### config.mk
export PLATFORM = sky130hd
export DESIGN_NAME = rdc_ctrl
export DESIGN_NICKNAME = d
export VERILOG_FILES = /design/src/shared/rdc_pkg.sv /design/src/rdc_ctrl.sv /design/src/rdc_grp.sv
export VERILOG_INCLUDE_DIRS = /design/src /design/src/shared
export SDC_FILE = /design/constraint.sdc
export NUM_CORES = 1
export LEC_CHECK = 0
export CORE_MARGIN = 3
export CORE_UTILIZATION = 30
export CTS_BUF_LIST = sky130_fd_sc_hd__clkbuf_4 sky130_fd_sc_hd__clkbuf_8
export DETAILED_ROUTE_END_ITERATION = 12
export DONT_BUFFER_PORTS = 1
export MAX_ROUTING_LAYER = met4
export PLACE_DENSITY = 0.41
export SYNTH_ARGS = -nofsm -noshare
export SYNTH_HDL_FRONTEND = slang
export SYNTH_HIERARCHICAL = 1
export SYNTH_SLANG_ARGS = --single-unit
### constraint.sdc
create_clock -name sys_clk -period 4.85 [get_ports sys_clk]
set_input_delay 0.7275 -clock sys_clk [delete_from_list [all_inputs] [get_ports sys_clk]]
set_output_delay 0.7275 -clock sys_clk [all_outputs]
set_load 0.005 [all_outputs]
### src/shared/rdc_consts.svh
// register offsets, field positions and timing figures of the recombiner delay control
`ifndef RDC_CONSTS_SVH
`define RDC_CONSTS_SVH
// register offsets (byte addresses, one word each)
`define RDC_OFS_RECOMB 8'h00
`define RDC_OFS_DELTA 8'h20
`define RDC_OFS_INCDEC 8'h30
`define RDC_OFS_MAXOP 8'h40
`define RDC_OFS_FCJOIN 8'h50
`define RDC_OFS_ENSTAT 8'h54
`define RDC_OFS_LIMSTAT 8'h58
`define RDC_OFS_DELAY 8'h60
// region masks used by the address decode
`define RDC_MASK_LINK 8'hE0
`define RDC_MASK_GRP 8'hF0
`define RDC_MASK_WORD 8'hFF
// per-link recombiner register fields
`define RDC_RB_GRP_LO 0
`define RDC_RB_GRP_HI 1
`define RDC_RB_INCL 2
// increment/decrement control fields
`define RDC_ID_INC 0
`define RDC_ID_DEC 1
`define RDC_ID_DLYD 2
// delay field width in bits, and delay figures in cells
`define RDC_DELAY_W 14
`define RDC_MIN_DELAY 14'h0004
`define RDC_MAXOP_RST 14'h0004
`define RDC_DELTA_RST 8'h04
// one cell time and the system clock period
`define RDC_CELL_TIME_NS 221000
`define RDC_CLK_PERIOD_NS 20
`endif

### src/shared/rdc_pkg.sv
// types shared by the recombiner delay control modules
package rdc_pkg;
    typedef enum logic [1:0] {
        RDC_IDLE,
        RDC_INC_HOLD,
        RDC_DEC_DROP
    } rdc_state_t;
    typedef logic [13:0] rdc_delay_t;
endpackage

### src/rdc_ctrl.sv
// receive recombiner delay control: register slave, link join logic and per-group sequencers
`timescale 1ns/1ps
`include "rdc_consts.svh"
module rdc_ctrl #(
    parameter int NUM_LINKS = 8,
    parameter int NUM_GRPS = 4,
    parameter int DELTA_W = 8,
    parameter int CELL_CYCLES = `RDC_CELL_TIME_NS / `RDC_CLK_PERIOD_NS
) (
    input wire logic sys_clk,
    input wire logic rst,
    input wire logic [7:0] avs_address,
    input wire logic avs_read,
    input wire logic avs_write,
    input wire logic [31:0] avs_writedata,
    input wire logic [3:0] avs_byteenable,
    output logic [31:0] avs_readdata,
    output logic avs_waitrequest,
    input wire rdc_pkg::rdc_delay_t link_delay [NUM_LINKS],
    input wire logic [NUM_LINKS-1:0] link_user_cell,
    output logic [NUM_LINKS-1:0] link_recomb,
    output logic [NUM_GRPS-1:0] grp_rd_en,
    output logic [NUM_GRPS-1:0] grp_drop
);
    import rdc_pkg::*;

    localparam int CW = $clog2(CELL_CYCLES);
    localparam int LW = $clog2(NUM_LINKS);
    localparam int GW = $clog2(NUM_GRPS);

    // the address map and group field have room for eight links and four groups only
    if (NUM_LINKS != 8 || NUM_GRPS != 4 || DELTA_W < 1 || DELTA_W > 14 || CELL_CYCLES < 2) begin : g_bad_cfg
        $error("rdc_ctrl: unsupported parameter values");
    end

    // register state
    logic [2:0] recomb_r [NUM_LINKS];
    logic [DELTA_W-1:0] delta_r [NUM_GRPS];
    logic [13:0] maxop_r [NUM_GRPS];
    logic [NUM_GRPS-1:0] dlyd_r;
    logic [NUM_LINKS-1:0] fc_r;
    logic [NUM_LINKS-1:0] joined_r;
    logic ack_r;
    logic [31:0] rdata_r;
    logic [CW-1:0] tick_cnt_r;
    logic cell_tick_r;

    // group sequencer status
    logic [NUM_GRPS-1:0] inc_busy;
    logic [NUM_GRPS-1:0] dec_busy;
    logic [NUM_GRPS-1:0] halt;

    // bus handshake: every access waits exactly one cycle
    wire req = avs_read || avs_write;
    wire wr_go = avs_write && !ack_r;
    assign avs_waitrequest = req && !ack_r;
    assign avs_readdata = rdata_r;

    // address decode
    wire [LW-1:0] lidx = avs_address[LW+1:2];
    wire [GW-1:0] gidx = avs_address[GW+1:2];
    wire sel_recomb = (avs_address & `RDC_MASK_LINK) == `RDC_OFS_RECOMB;
    wire sel_delay = (avs_address & `RDC_MASK_LINK) == `RDC_OFS_DELAY;
    wire sel_delta = (avs_address & `RDC_MASK_GRP) == `RDC_OFS_DELTA;
    wire sel_incdec = (avs_address & `RDC_MASK_GRP) == `RDC_OFS_INCDEC;
    wire sel_maxop = (avs_address & `RDC_MASK_GRP) == `RDC_OFS_MAXOP;
    wire sel_fcjoin = (avs_address & `RDC_MASK_WORD) == `RDC_OFS_FCJOIN;
    wire sel_enstat = (avs_address & `RDC_MASK_WORD) == `RDC_OFS_ENSTAT;
    wire sel_limstat = (avs_address & `RDC_MASK_WORD) == `RDC_OFS_LIMSTAT;

    // byte-enable merge for the low two lanes, the only ones holding fields
    wire [15:0] bmask = {{8{avs_byteenable[1]}}, {8{avs_byteenable[0]}}};
    wire [15:0] wd16 = avs_writedata[15:0];
    wire [7:0] wd8 = avs_writedata[7:0];
    wire lane0 = avs_byteenable[0];

    // per-link delay evaluation
    logic [13:0] rep_delay [NUM_LINKS];
    logic [NUM_LINKS-1:0] neg;
    logic [NUM_LINKS-1:0] ok4;
    logic [NUM_LINKS-1:0] over;
    logic [NUM_LINKS-1:0] incl;
    logic [GW-1:0] lgrp [NUM_LINKS];

    for (genvar l = 0; l < NUM_LINKS; l++) begin : g_link
        assign incl[l] = recomb_r[l][`RDC_RB_INCL];
        assign lgrp[l] = recomb_r[l][`RDC_RB_GRP_HI:`RDC_RB_GRP_LO];
        assign neg[l] = link_delay[l][`RDC_DELAY_W-1];
        // negative values read back with both top bits forced high
        assign rep_delay[l] = neg[l] ? {2'b11, link_delay[l][`RDC_DELAY_W-3:0]} : link_delay[l];
        assign ok4[l] = !neg[l] && (link_delay[l] >= `RDC_MIN_DELAY);
        assign over[l] = !neg[l] && (link_delay[l] > maxop_r[lgrp[l]]);
        assign link_recomb[l] = joined_r[l];

        // joining: at once, or held back until the first user cell when that option is on
        always_ff @(posedge sys_clk) begin
            if (rst) begin
                joined_r[l] <= 1'b0;
            end else if (!incl[l]) begin
                joined_r[l] <= 1'b0;
            end else if (!fc_r[l] || link_user_cell[l]) begin
                joined_r[l] <= 1'b1;
            end
        end
    end

    // per-group aggregation and sequencers
    for (genvar g = 0; g < NUM_GRPS; g++) begin : g_grp
        logic [NUM_LINKS-1:0] member;
        logic [NUM_LINKS-1:0] active;
        logic inc_req;
        logic dec_req;

        for (genvar l = 0; l < NUM_LINKS; l++) begin : g_mem
            assign member[l] = incl[l] && (lgrp[l] == GW'(g));
            assign active[l] = joined_r[l] && (lgrp[l] == GW'(g));
        end

        // a command write is taken only when the group is not already busy
        wire wr_here = wr_go && sel_incdec && lane0 && (gidx == GW'(g)) && !inc_busy[g] && !dec_busy[g];
        assign inc_req = wr_here && wd8[`RDC_ID_INC];
        assign dec_req = wr_here && !wd8[`RDC_ID_INC] && wd8[`RDC_ID_DEC];

        rdc_grp #(
            .DELTA_W(DELTA_W)
        ) u_grp (
            .sys_clk(sys_clk),
            .rst(rst),
            .cell_tick(cell_tick_r),
            .inc_req(inc_req),
            .dec_req(dec_req),
            // the mode bit travels with the command, so a first delayed decrease is not run at once
            .dec_delayed(wd8[`RDC_ID_DLYD]),
            .delta(delta_r[g]),
            .neg_any(|(member & neg)),
            .all_ok4((member & ok4) == member),
            .inc_busy(inc_busy[g]),
            .dec_busy(dec_busy[g]),
            .halt(halt[g]),
            .drop_cell(grp_drop[g])
        );

        // reads stop while halted; cell writes into the buffers are never gated here
        assign grp_rd_en[g] = (|active) && !halt[g];
    end

    // cell-time enable divider
    always_ff @(posedge sys_clk) begin
        if (rst) begin
            tick_cnt_r <= '0;
            cell_tick_r <= 1'b0;
        end else begin
            cell_tick_r <= (tick_cnt_r == CW'(CELL_CYCLES - 1));
            tick_cnt_r <= (tick_cnt_r == CW'(CELL_CYCLES - 1)) ? '0 : tick_cnt_r + 1'b1;
        end
    end

    // link configuration registers
    always_ff @(posedge sys_clk) begin
        if (rst) begin
            for (int i = 0; i < NUM_LINKS; i++) begin
                recomb_r[i] <= '0;
            end
            fc_r <= '0;
        end else if (wr_go && lane0) begin
            if (sel_recomb) begin
                recomb_r[lidx] <= wd8[`RDC_RB_INCL:`RDC_RB_GRP_LO];
            end
            if (sel_fcjoin) begin
                fc_r <= wd8[NUM_LINKS-1:0];
            end
        end
    end

    // group configuration registers
    always_ff @(posedge sys_clk) begin
        if (rst) begin
            for (int i = 0; i < NUM_GRPS; i++) begin
                delta_r[i] <= DELTA_W'(`RDC_DELTA_RST);
                maxop_r[i] <= `RDC_MAXOP_RST;
            end
            dlyd_r <= '0;
        end else if (wr_go) begin
            if (sel_delta && lane0) begin
                delta_r[gidx] <= wd16[DELTA_W-1:0];
            end
            if (sel_maxop) begin
                maxop_r[gidx] <= (maxop_r[gidx] & ~bmask[13:0]) | (wd16[13:0] & bmask[13:0]);
            end
            if (sel_incdec && lane0) begin
                dlyd_r[gidx] <= wd8[`RDC_ID_DLYD];
            end
        end
    end

    // read data selection; unmapped addresses read zero
    wire [31:0] rd_mux =
        sel_recomb ? {29'h0000_0000, recomb_r[lidx]} :
        sel_delay ? {18'h0_0000, rep_delay[lidx]} :
        sel_delta ? {{(32 - DELTA_W){1'b0}}, delta_r[gidx]} :
        sel_incdec ? {29'h0000_0000, dlyd_r[gidx], dec_busy[gidx], inc_busy[gidx]} :
        sel_maxop ? {18'h0_0000, maxop_r[gidx]} :
        sel_fcjoin ? {24'h00_0000, fc_r} :
        sel_enstat ? {24'h00_0000, joined_r} :
        sel_limstat ? {16'h0000, neg, over} :
        32'h0000_0000;

    // handshake and read data registers
    always_ff @(posedge sys_clk) begin
        if (rst) begin
            ack_r <= 1'b0;
            rdata_r <= 32'h0000_0000;
        end else begin
            ack_r <= req && !ack_r;
            if (avs_read && !ack_r) begin
                rdata_r <= rd_mux;
            end
        end
    end
endmodule // rdc_ctrl

### src/rdc_grp.sv
// per-group delay increase/decrease sequencer with suspension on negative delay
`timescale 1ns/1ps
`include "rdc_consts.svh"
module rdc_grp #(
    parameter int DELTA_W = 8
) (
    input wire logic sys_clk,
    input wire logic rst,
    input wire logic cell_tick,
    input wire logic inc_req,
    input wire logic dec_req,
    input wire logic dec_delayed,
    input wire logic [DELTA_W-1:0] delta,
    input wire logic neg_any,
    input wire logic all_ok4,
    output logic inc_busy,
    output logic dec_busy,
    output logic halt,
    output logic drop_cell
);
    import rdc_pkg::*;

    // the counter is loaded straight from the delta field of at most fourteen bits
    if (DELTA_W < 1 || DELTA_W > 14) begin : g_bad_cfg
        $error("rdc_grp: unsupported delta width");
    end

    rdc_state_t st_r;
    logic [DELTA_W-1:0] cnt_r;
    logic dly_r;
    logic susp_r;
    logic drop_r;

    wire cnt_zero = (cnt_r == '0);
    // delayed mode spreads the drops over cell times to soften the gap seen downstream
    wire drop_now = (st_r == RDC_DEC_DROP) && !cnt_zero && (!dly_r || cell_tick);

    // command sequencer
    always_ff @(posedge sys_clk) begin
        if (rst) begin
            st_r <= RDC_IDLE;
            cnt_r <= '0;
            dly_r <= 1'b0;
            drop_r <= 1'b0;
        end else begin
            drop_r <= drop_now;
            case (st_r)
                RDC_IDLE: begin
                    if (inc_req) begin
                        st_r <= RDC_INC_HOLD;
                        cnt_r <= delta;
                    end else if (dec_req) begin
                        st_r <= RDC_DEC_DROP;
                        cnt_r <= delta;
                        dly_r <= dec_delayed;
                    end
                end
                RDC_INC_HOLD: begin
                    if (cnt_zero) begin
                        st_r <= RDC_IDLE;
                    end else if (cell_tick) begin
                        cnt_r <= cnt_r - 1'b1;
                    end
                end
                RDC_DEC_DROP: begin
                    if (cnt_zero) begin
                        st_r <= RDC_IDLE;
                    end else if (drop_now) begin
                        cnt_r <= cnt_r - 1'b1;
                    end
                end
                default: begin
                    st_r <= RDC_IDLE;
                end
            endcase
        end
    end

    // suspension holds until every member is back at the minimum; set wins over release
    always_ff @(posedge sys_clk) begin
        if (rst) begin
            susp_r <= 1'b0;
        end else if (neg_any) begin
            susp_r <= 1'b1;
        end else if (all_ok4) begin
            susp_r <= 1'b0;
        end
    end

    assign inc_busy = (st_r == RDC_INC_HOLD);
    assign dec_busy = (st_r == RDC_DEC_DROP);
    assign halt = inc_busy || susp_r;
    assign drop_cell = drop_r;
endmodule // rdc_grp

==> impl_results.md, run 1 <==
- Area post-placement: 19600 um^2
- RSZ-0062 raised after global routing: no
- Vias in the first global route: about 16000
- Core Footprint: 61830 um^2
- Pwr Total: 4.898 mW
- CTS Buffer Depth: 3
- Worst VDD drop: 0.1482 mV
- Synth Warn #: 6
- Initial core utilization: about 30%
- Family with the most delay on the worst path: simple AND/OR/NAND/NOR gates
- Cell Area, Synth: 18810 um^2
- P_leak: 7.462 nW
- Final Hold Fails: 0
- EDFF count, synth: approximately 110
- Crit path depth: 10
- Most common cell after layout, fill and taps aside: inv_1
- Die ar.: 65730 um^2
- Port Buf Inserts: 0
- Buf+Inv Stages, Crit Path: 2
- Final Slew Violations: 0
- DRT Wirelength: around 84000 um
- Synth top area share: roughly 20%
- Antenna violations before repair: 5
- Synthesized instance count: 1889
- Wire length per cell: 30.53 um
- Max frequency: ~280 MHz
- Slowest stage cell, crit path: edfxtp_1
- Synth area leaders: mux4_2 20%, edfxtp_1 18%, dfxtp_1 11%, ha_1 8.9%, inv_1 3.9%
- Area grow syn2layout: 8.981%
- Yosys reg bits: 216
- CTS tree: done
- # IOs: 217
- Max incr delay on CP: 0.80 ns
- First-pass GRT wire length: 119500 um
- Clk slew on worst S/H paths: around 0.070 ns
- H-tree levels: 2
- R2R depth: 10
- Vias per cell: around 6.0
- Setup_tns: 0 ns
- Hold path start: rst
- Congestion Overflow GR: 0
- Slew headroom: 17.10%
- Crit. End Element: flip-flop
- Power per cell area: between 200 and 250 nW/um^2
- Die Wd: 256.4 um
- Antenna-violating nets left: 0
- Final nets: 2164
- Yosys cell types: 81
- Final Setup Violations: 0
- Setup Buffers After CTS: 0
- Final Skew: just under 0.07 ns
- Area leader, netlist: mux4_2
- Asr flop ratio synth: 0%
- Vias: between 15000 and 20000
- # DRC: 0
- Routability cong.: slightly below 1
- Die height: 256.4 um
- CTS Sinks: between 200 and 250
- Top_reg_cell synth: edfxtp_1
- Min-Delay Path Depth: 1
- DPL Wire Length: 64260 um
- Commonest non-fill, non-tap cells in the layout: 194 x inv_1, 170 x mux4_2, 134 x ha_1
- CP max FO: 14
- WP data arrival: 4.05 ns
- Worst slew pin tran: 1.230 ns
- Synthesized area per cell: 9.957 um^2
- Largest net degree at the start of global routing: 89
- CTS resizes: 0
- Sequential area share after synthesis: 28.95%
- Share of layout cells above drive strength 1: 18.98%
- Critical path class: flip-flop to flip-flop
- Number of DRC markers in iteration 0: 1595
- Crit path from: recomb_r[4][0]$_SDFFCE_PN0P_
- Post-route cell area: 20500 um^2
- TritonCTS Buffers: 44
- Tcrit/Tclk final: 72.59%
- Worst-path cell chain: buf_4, mux4_2, inv_1, ha_1, nand4_1, nor4_1, nor3_2, o221ai_1, a21o_1, a211oi_2
- Path category of the worst min-delay check: input port to flip-flop
- # Max-Cap Violations: 0
- CTS Hold Bufs: 0
- Worst-skew pair later-pin latency: 0.67 ns
- Drt first pass iters: 6
- Reg-to-reg startpoint: recomb_r[4][0]$_SDFFCE_PN0P_
- Min Tclk post-route: 3.520 ns
- Rows: 91
- Startpoint Class: flip-flop
- Tot GR Track Use: 25.49%
- Status: finished clean
- Critical Path RT: 5.38 ns
- Clock root cell: clkbuf_8
## metrics by stage
stage | worst slack [ns] | cells | util, % | hold slack, ns
2_1_floorplan | 1.671 | 1904 | - | 0.4334
3_3_place_gp | 1.151 | 2653 | 31.70 | 0.4491
3_5_place_dp | 1.139 | 2653 | 31.70 | 0.4601
4_1_cts | 1.336 | 2734 | 33.13 | 0.1080
5_1_grt | 1.194 | 2739 | 33.15 | 0.1337
6_report | 1.330 | 2739 | 33.15 | 0.1843
## layer usage
metal  vias to the layer above  GRT usage (%)  part of all wire, %
li1                       7192              -                    -
met1                      8401          34.86                   44
met2                       781          37.28                   44
met3                       125          6.953                  9.6
met4                         0          6.583                  2.6
met5                         -              -                    0
## cells by family (layout without fill, tap and decap cells)
logic type,after synthesis,in the layout,synth area share [%]
other,1,21,0.01994
buffers and inverters,314,307,6.845
adder cells (fa/ha/maj),134,134,8.914
flip-flops,216,216,28.95
AND/OR/NAND/NOR,597,597,16.89
AO/OA/AOI/OAI,402,402,15.04
multiplexers,214,214,22.82
XOR/XNOR,11,11,0.5122
## path summary, 6_finish.rpt
kind | slack, ns | end
max | 1.33 | avs_readdata[4]$_SDFFE_PP0P_
min | 0.18 | g_grp[1].u_grp/dly_r$_SDFFE_PP0P_
max reg2reg | 1.33 | avs_readdata[4]$_SDFFE_PP0P_
min reg2reg | 0.47 | tick_cnt_r[0]$_SDFF_PP0_
## Yosys cell counts, types with 12 or more instances
master and n:
a211oi_1 39, ha_1 134, edfxtp_1 112, buf_2 21, o21ai_0 61, clkbuf_1 47, nor2_1 133, and3_1 36
nand2b_1 35, nand3_1 46, mux2_2 19, a31oi_1 23, a221oi_1 12, mux4_2 170, a21o_1 16, mux2i_1 25
a21oi_1 99, inv_1 194, nor4_1 39, buf_4 18, a22oi_1 21, dfxtp_1 104, o32ai_1 24, nand4_1 30
nand2_1 116, buf_1 32, nor2b_1 28, nor3_1 59
## sequential cells by signal, summed over array words and instances (netlist names)
name,cells
fc_r,8
tick_cnt_r,14
avs_readdata,16
g_grp.u_grp/dly_r,4
g_grp.u_grp/cnt_r,32
delta_r,32
recomb_r,24
maxop_r,56
g_grp.u_grp/st_r,8
link_recomb,8
dlyd_r,4
g_grp.u_grp/drop_cell,4
cell_tick_r,1
ack_r,1
g_grp.u_grp/susp_r,4
## area by class of cell
type	instances	area [um^2]
flip-flops and latches	216	5445
repair buffers	32	240.2
multi-input cells	1374	12140
clock buffers	54	693.2
fillers	6281	41330
diodes	5	12.51
clock inverters	27	191.4
inverters	194	728.2
well taps	837	1047
## report_power, final
group | internal [mW] | total, mW | switching (mW)
combinational | 0.361 | 0.792 | 0.431
sequential | 1.97 | 2.09 | 0.126
clock | 1.06 | 2.01 | 0.950
total | 3.39 | 4.90 | 1.51
(Power assumes the default switching activity.)
==> run 2, diff against run 1 <==
==> constraint.sdc (replaced) <==
create_clock -name sys_clk -period 3.65 [get_ports sys_clk]
set_input_delay 0.5475 -clock sys_clk [delete_from_list [all_inputs] [get_ports sys_clk]]
set_output_delay 0.5475 -clock sys_clk [all_outputs]
set_load 0.005 [all_outputs]
==> run 2 against run 1 <==
Effect of this change: clock-buffer cell count decreased by 1; design area increased by 2.7%; register-to-register slack got worse by 0.84 ns; total power increased by 40%; critical endpoint is now grp_rd_en[1].
==> impl_results.md, run 2 (synthesis gave the netlist of run 1 again) <==
- R2R depth: 9
- Die height: 256.4 um
- Rows: 91
- DRT Wirelength: approximately 86000 um
- Family with the most delay on the worst path: flip-flops
- Critical path class: flip-flop to primary output
- H-tree levels: 2
- Max FFs per register: 56
- Drt first pass iters: 6
- First-pass GRT wire length: 121500 um
- Power per cell area: 325.3 nW/um^2
- Clock root cell: clkbuf_8
- Routability cong.: 0.9847
- Final nets: 2214
- Path category of the worst min-delay check: input port to flip-flop
- Hold path start: avs_writedata[4]
- CTS Buffer Depth: 3
- Final Hold Slack: 0.06392 ns
- Wire length per cell: 30.79 um
- Setup Buffers After CTS: 0
- Antenna-violating nets left: 0
- Worst Hold End: fc_r[4]$_SDFFE_PP0P_
- DPL Wire Length: 64940 um
- Setup_tns: 0 ns
- Buf+Inv Stages, Crit Path: 1
- Final Skew: ~0.056 ns
- Largest net degree at the start of global routing: 82
- # DRC: 0
- CP max FO: 15
- Reg-to-reg startpoint: recomb_r[2][0]$_SDFFCE_PN0P_
- Core Footprint: 61830 um^2
- Die ar.: 65730 um^2
- Vias in the first global route: 16100
- Share of layout cells above drive strength 1: 20.01%
- P_leak: a little under 8 nW
- Largest registers: maxop_r: 56 flops, delta_r: 32 flops, g_grp.u_grp/cnt_r: 32 flops
- Max incr delay on CP: 1.03 ns
- CTS Sinks: 216
- TritonCTS Buffers: 45
- Status: finished clean
- Vias per cell: 6.064
- Min-Delay Path Depth: 2
- Startpoint Class: flip-flop
- Most common cell after layout, fill and taps aside: inv_1
- Layout Cells excl Fill: 2792
- Final Hold Fails: 0
- Number of DRC markers in iteration 0: between 1500 and 2000
- Die Wd: about 260 um
- RSZ-0062 raised after global routing: no
- Max frequency: just over 300 MHz
- CTS tree: done
- Crit path depth: 4
- R2R setup slack: 0.49 ns
- # IOs: about 220
- Slowest stage cell, crit path: edfxtp_1
- Slew headroom: 30.87%
- Port Buf Inserts: 0
- Clk slew on worst S/H paths: 0.06 ns
- Initial core utilization: 30.42%
- Final Setup Violations: 0
- Tcrit/Tclk final: between 80% and 90%
- Dpl cells: 2683
- Final Slew Violations: 0
- WP data arrival: 2.73 ns
- # Max-Cap Violations: 0
- Vias: between 15000 and 20000
- Crit. End Element: primary output
- Worst slew pin tran: 1.037 ns
- Antenna violations before repair: 10
- Congestion Overflow GR: 0
- Critical Path RT: 3.10 ns
- Min Tclk post-route: 3.278 ns
- Tot GR Track Use: 26.19%
- Commonest non-fill, non-tap cells in the layout: 194 x inv_1, 170 x mux4_2, 134 x ha_1
- Worst VDD drop: ~0.22 mV
- Largest reg by FF count: maxop_r
- FF-to-FF End: avs_readdata[2]$_SDFFE_PP0P_
- Area grow syn2layout: 11.97%
- Worst-skew pair later-pin latency: about 0.67 ns
- Worst-path cell chain: buf_4, nor2b_1, a22oi_1, a41oi_1
- Number of fill cells: 6335
==> run 2: cell types whose count changed in the layout (fill, tap and decap cells not counted), sizes merged <==
cell / previous run / this run
inv: 197 / 196
buf: 32 / 63
diode: 5 / 6
clkinv: 22 / 24
dlygate4sd3: 0 / 18
bufinv: 2 / 5
clkbuf: 54 / 53
==> run 2: final cells by class <==
type	count	area [um^2]	area share [%]
inverters	194	728.2	3.458
flip-flops and latches	216	5445	25.86
clock buffers	53	710.7	3.375
repair buffers	81	685.7	3.256
diodes	6	15.01	0.07130
clock inverters	31	290.3	1.378
multi-input cells	1374	12140	57.63
well taps	837	1047	4.973
==> run 2: what timing repair did <==
item	4_1_cts	5_1_grt
endpoints found under the setup margin	0	0
hold buffers	19	0
gates resized for setup	0	0
endpoints found under the hold margin	71	0
==> run 2: how the worst max path moves through the flow <==
stage                            startpoint                                    to  slack (ns)
2_1_floorplan                avs_address[5]               maxop_r[3][0]$_DFFE_PP_        0.65
3_3_place_gp                      avs_write  g_grp[2].u_grp/cnt_r[0]$_SDFFE_PP0P_        0.46
3_5_place_dp                      avs_write  g_grp[2].u_grp/cnt_r[5]$_SDFFE_PP0P_        0.40
4_1_cts        recomb_r[1][0]$_SDFFCE_PN0P_                          grp_rd_en[1]        0.21
5_1_grt        recomb_r[1][0]$_SDFFCE_PN0P_                          grp_rd_en[3]        0.11
6_report       recomb_r[1][0]$_SDFFCE_PN0P_                          grp_rd_en[1]        0.37
==> run 2: per-stage QoR <==
step / power, mW / utilization [%] / worst slack (ns) / cell area (um^2)
after floorplan: 3.535 / - / 0.6512 / 18860
after global placement: 3.873 / 32.08 / 0.4573 / 19840
after detailed placement: 3.878 / 32.08 / 0.3957 / 19840
after CTS: 6.923 / 34.04 / 0.2058 / 21040
after global routing: 7.130 / 34.05 / 0.1052 / 21050
final: 6.851 / 34.06 / 0.3722 / 21060
==> run 2: metal layers <==
layer | vias to the layer above | routed length, um | track usage (%)
met4 | 0 | 2494 | 7.228
li1 | 7305 | - | -
met2 | 922 | 37410 | 38.12
met1 | 8540 | 36210 | 35.54
met3 | 165 | 9858 | 7.526
met5 | - | 0 | -
==> run 2: where the power goes <==
group | internal, mW | switching [mW] | total (mW)
Sequential | 2.61 | 0.164 | 2.78
Clock | 1.67 | 1.29 | 2.95
Combinational | 0.508 | 0.612 | 1.12
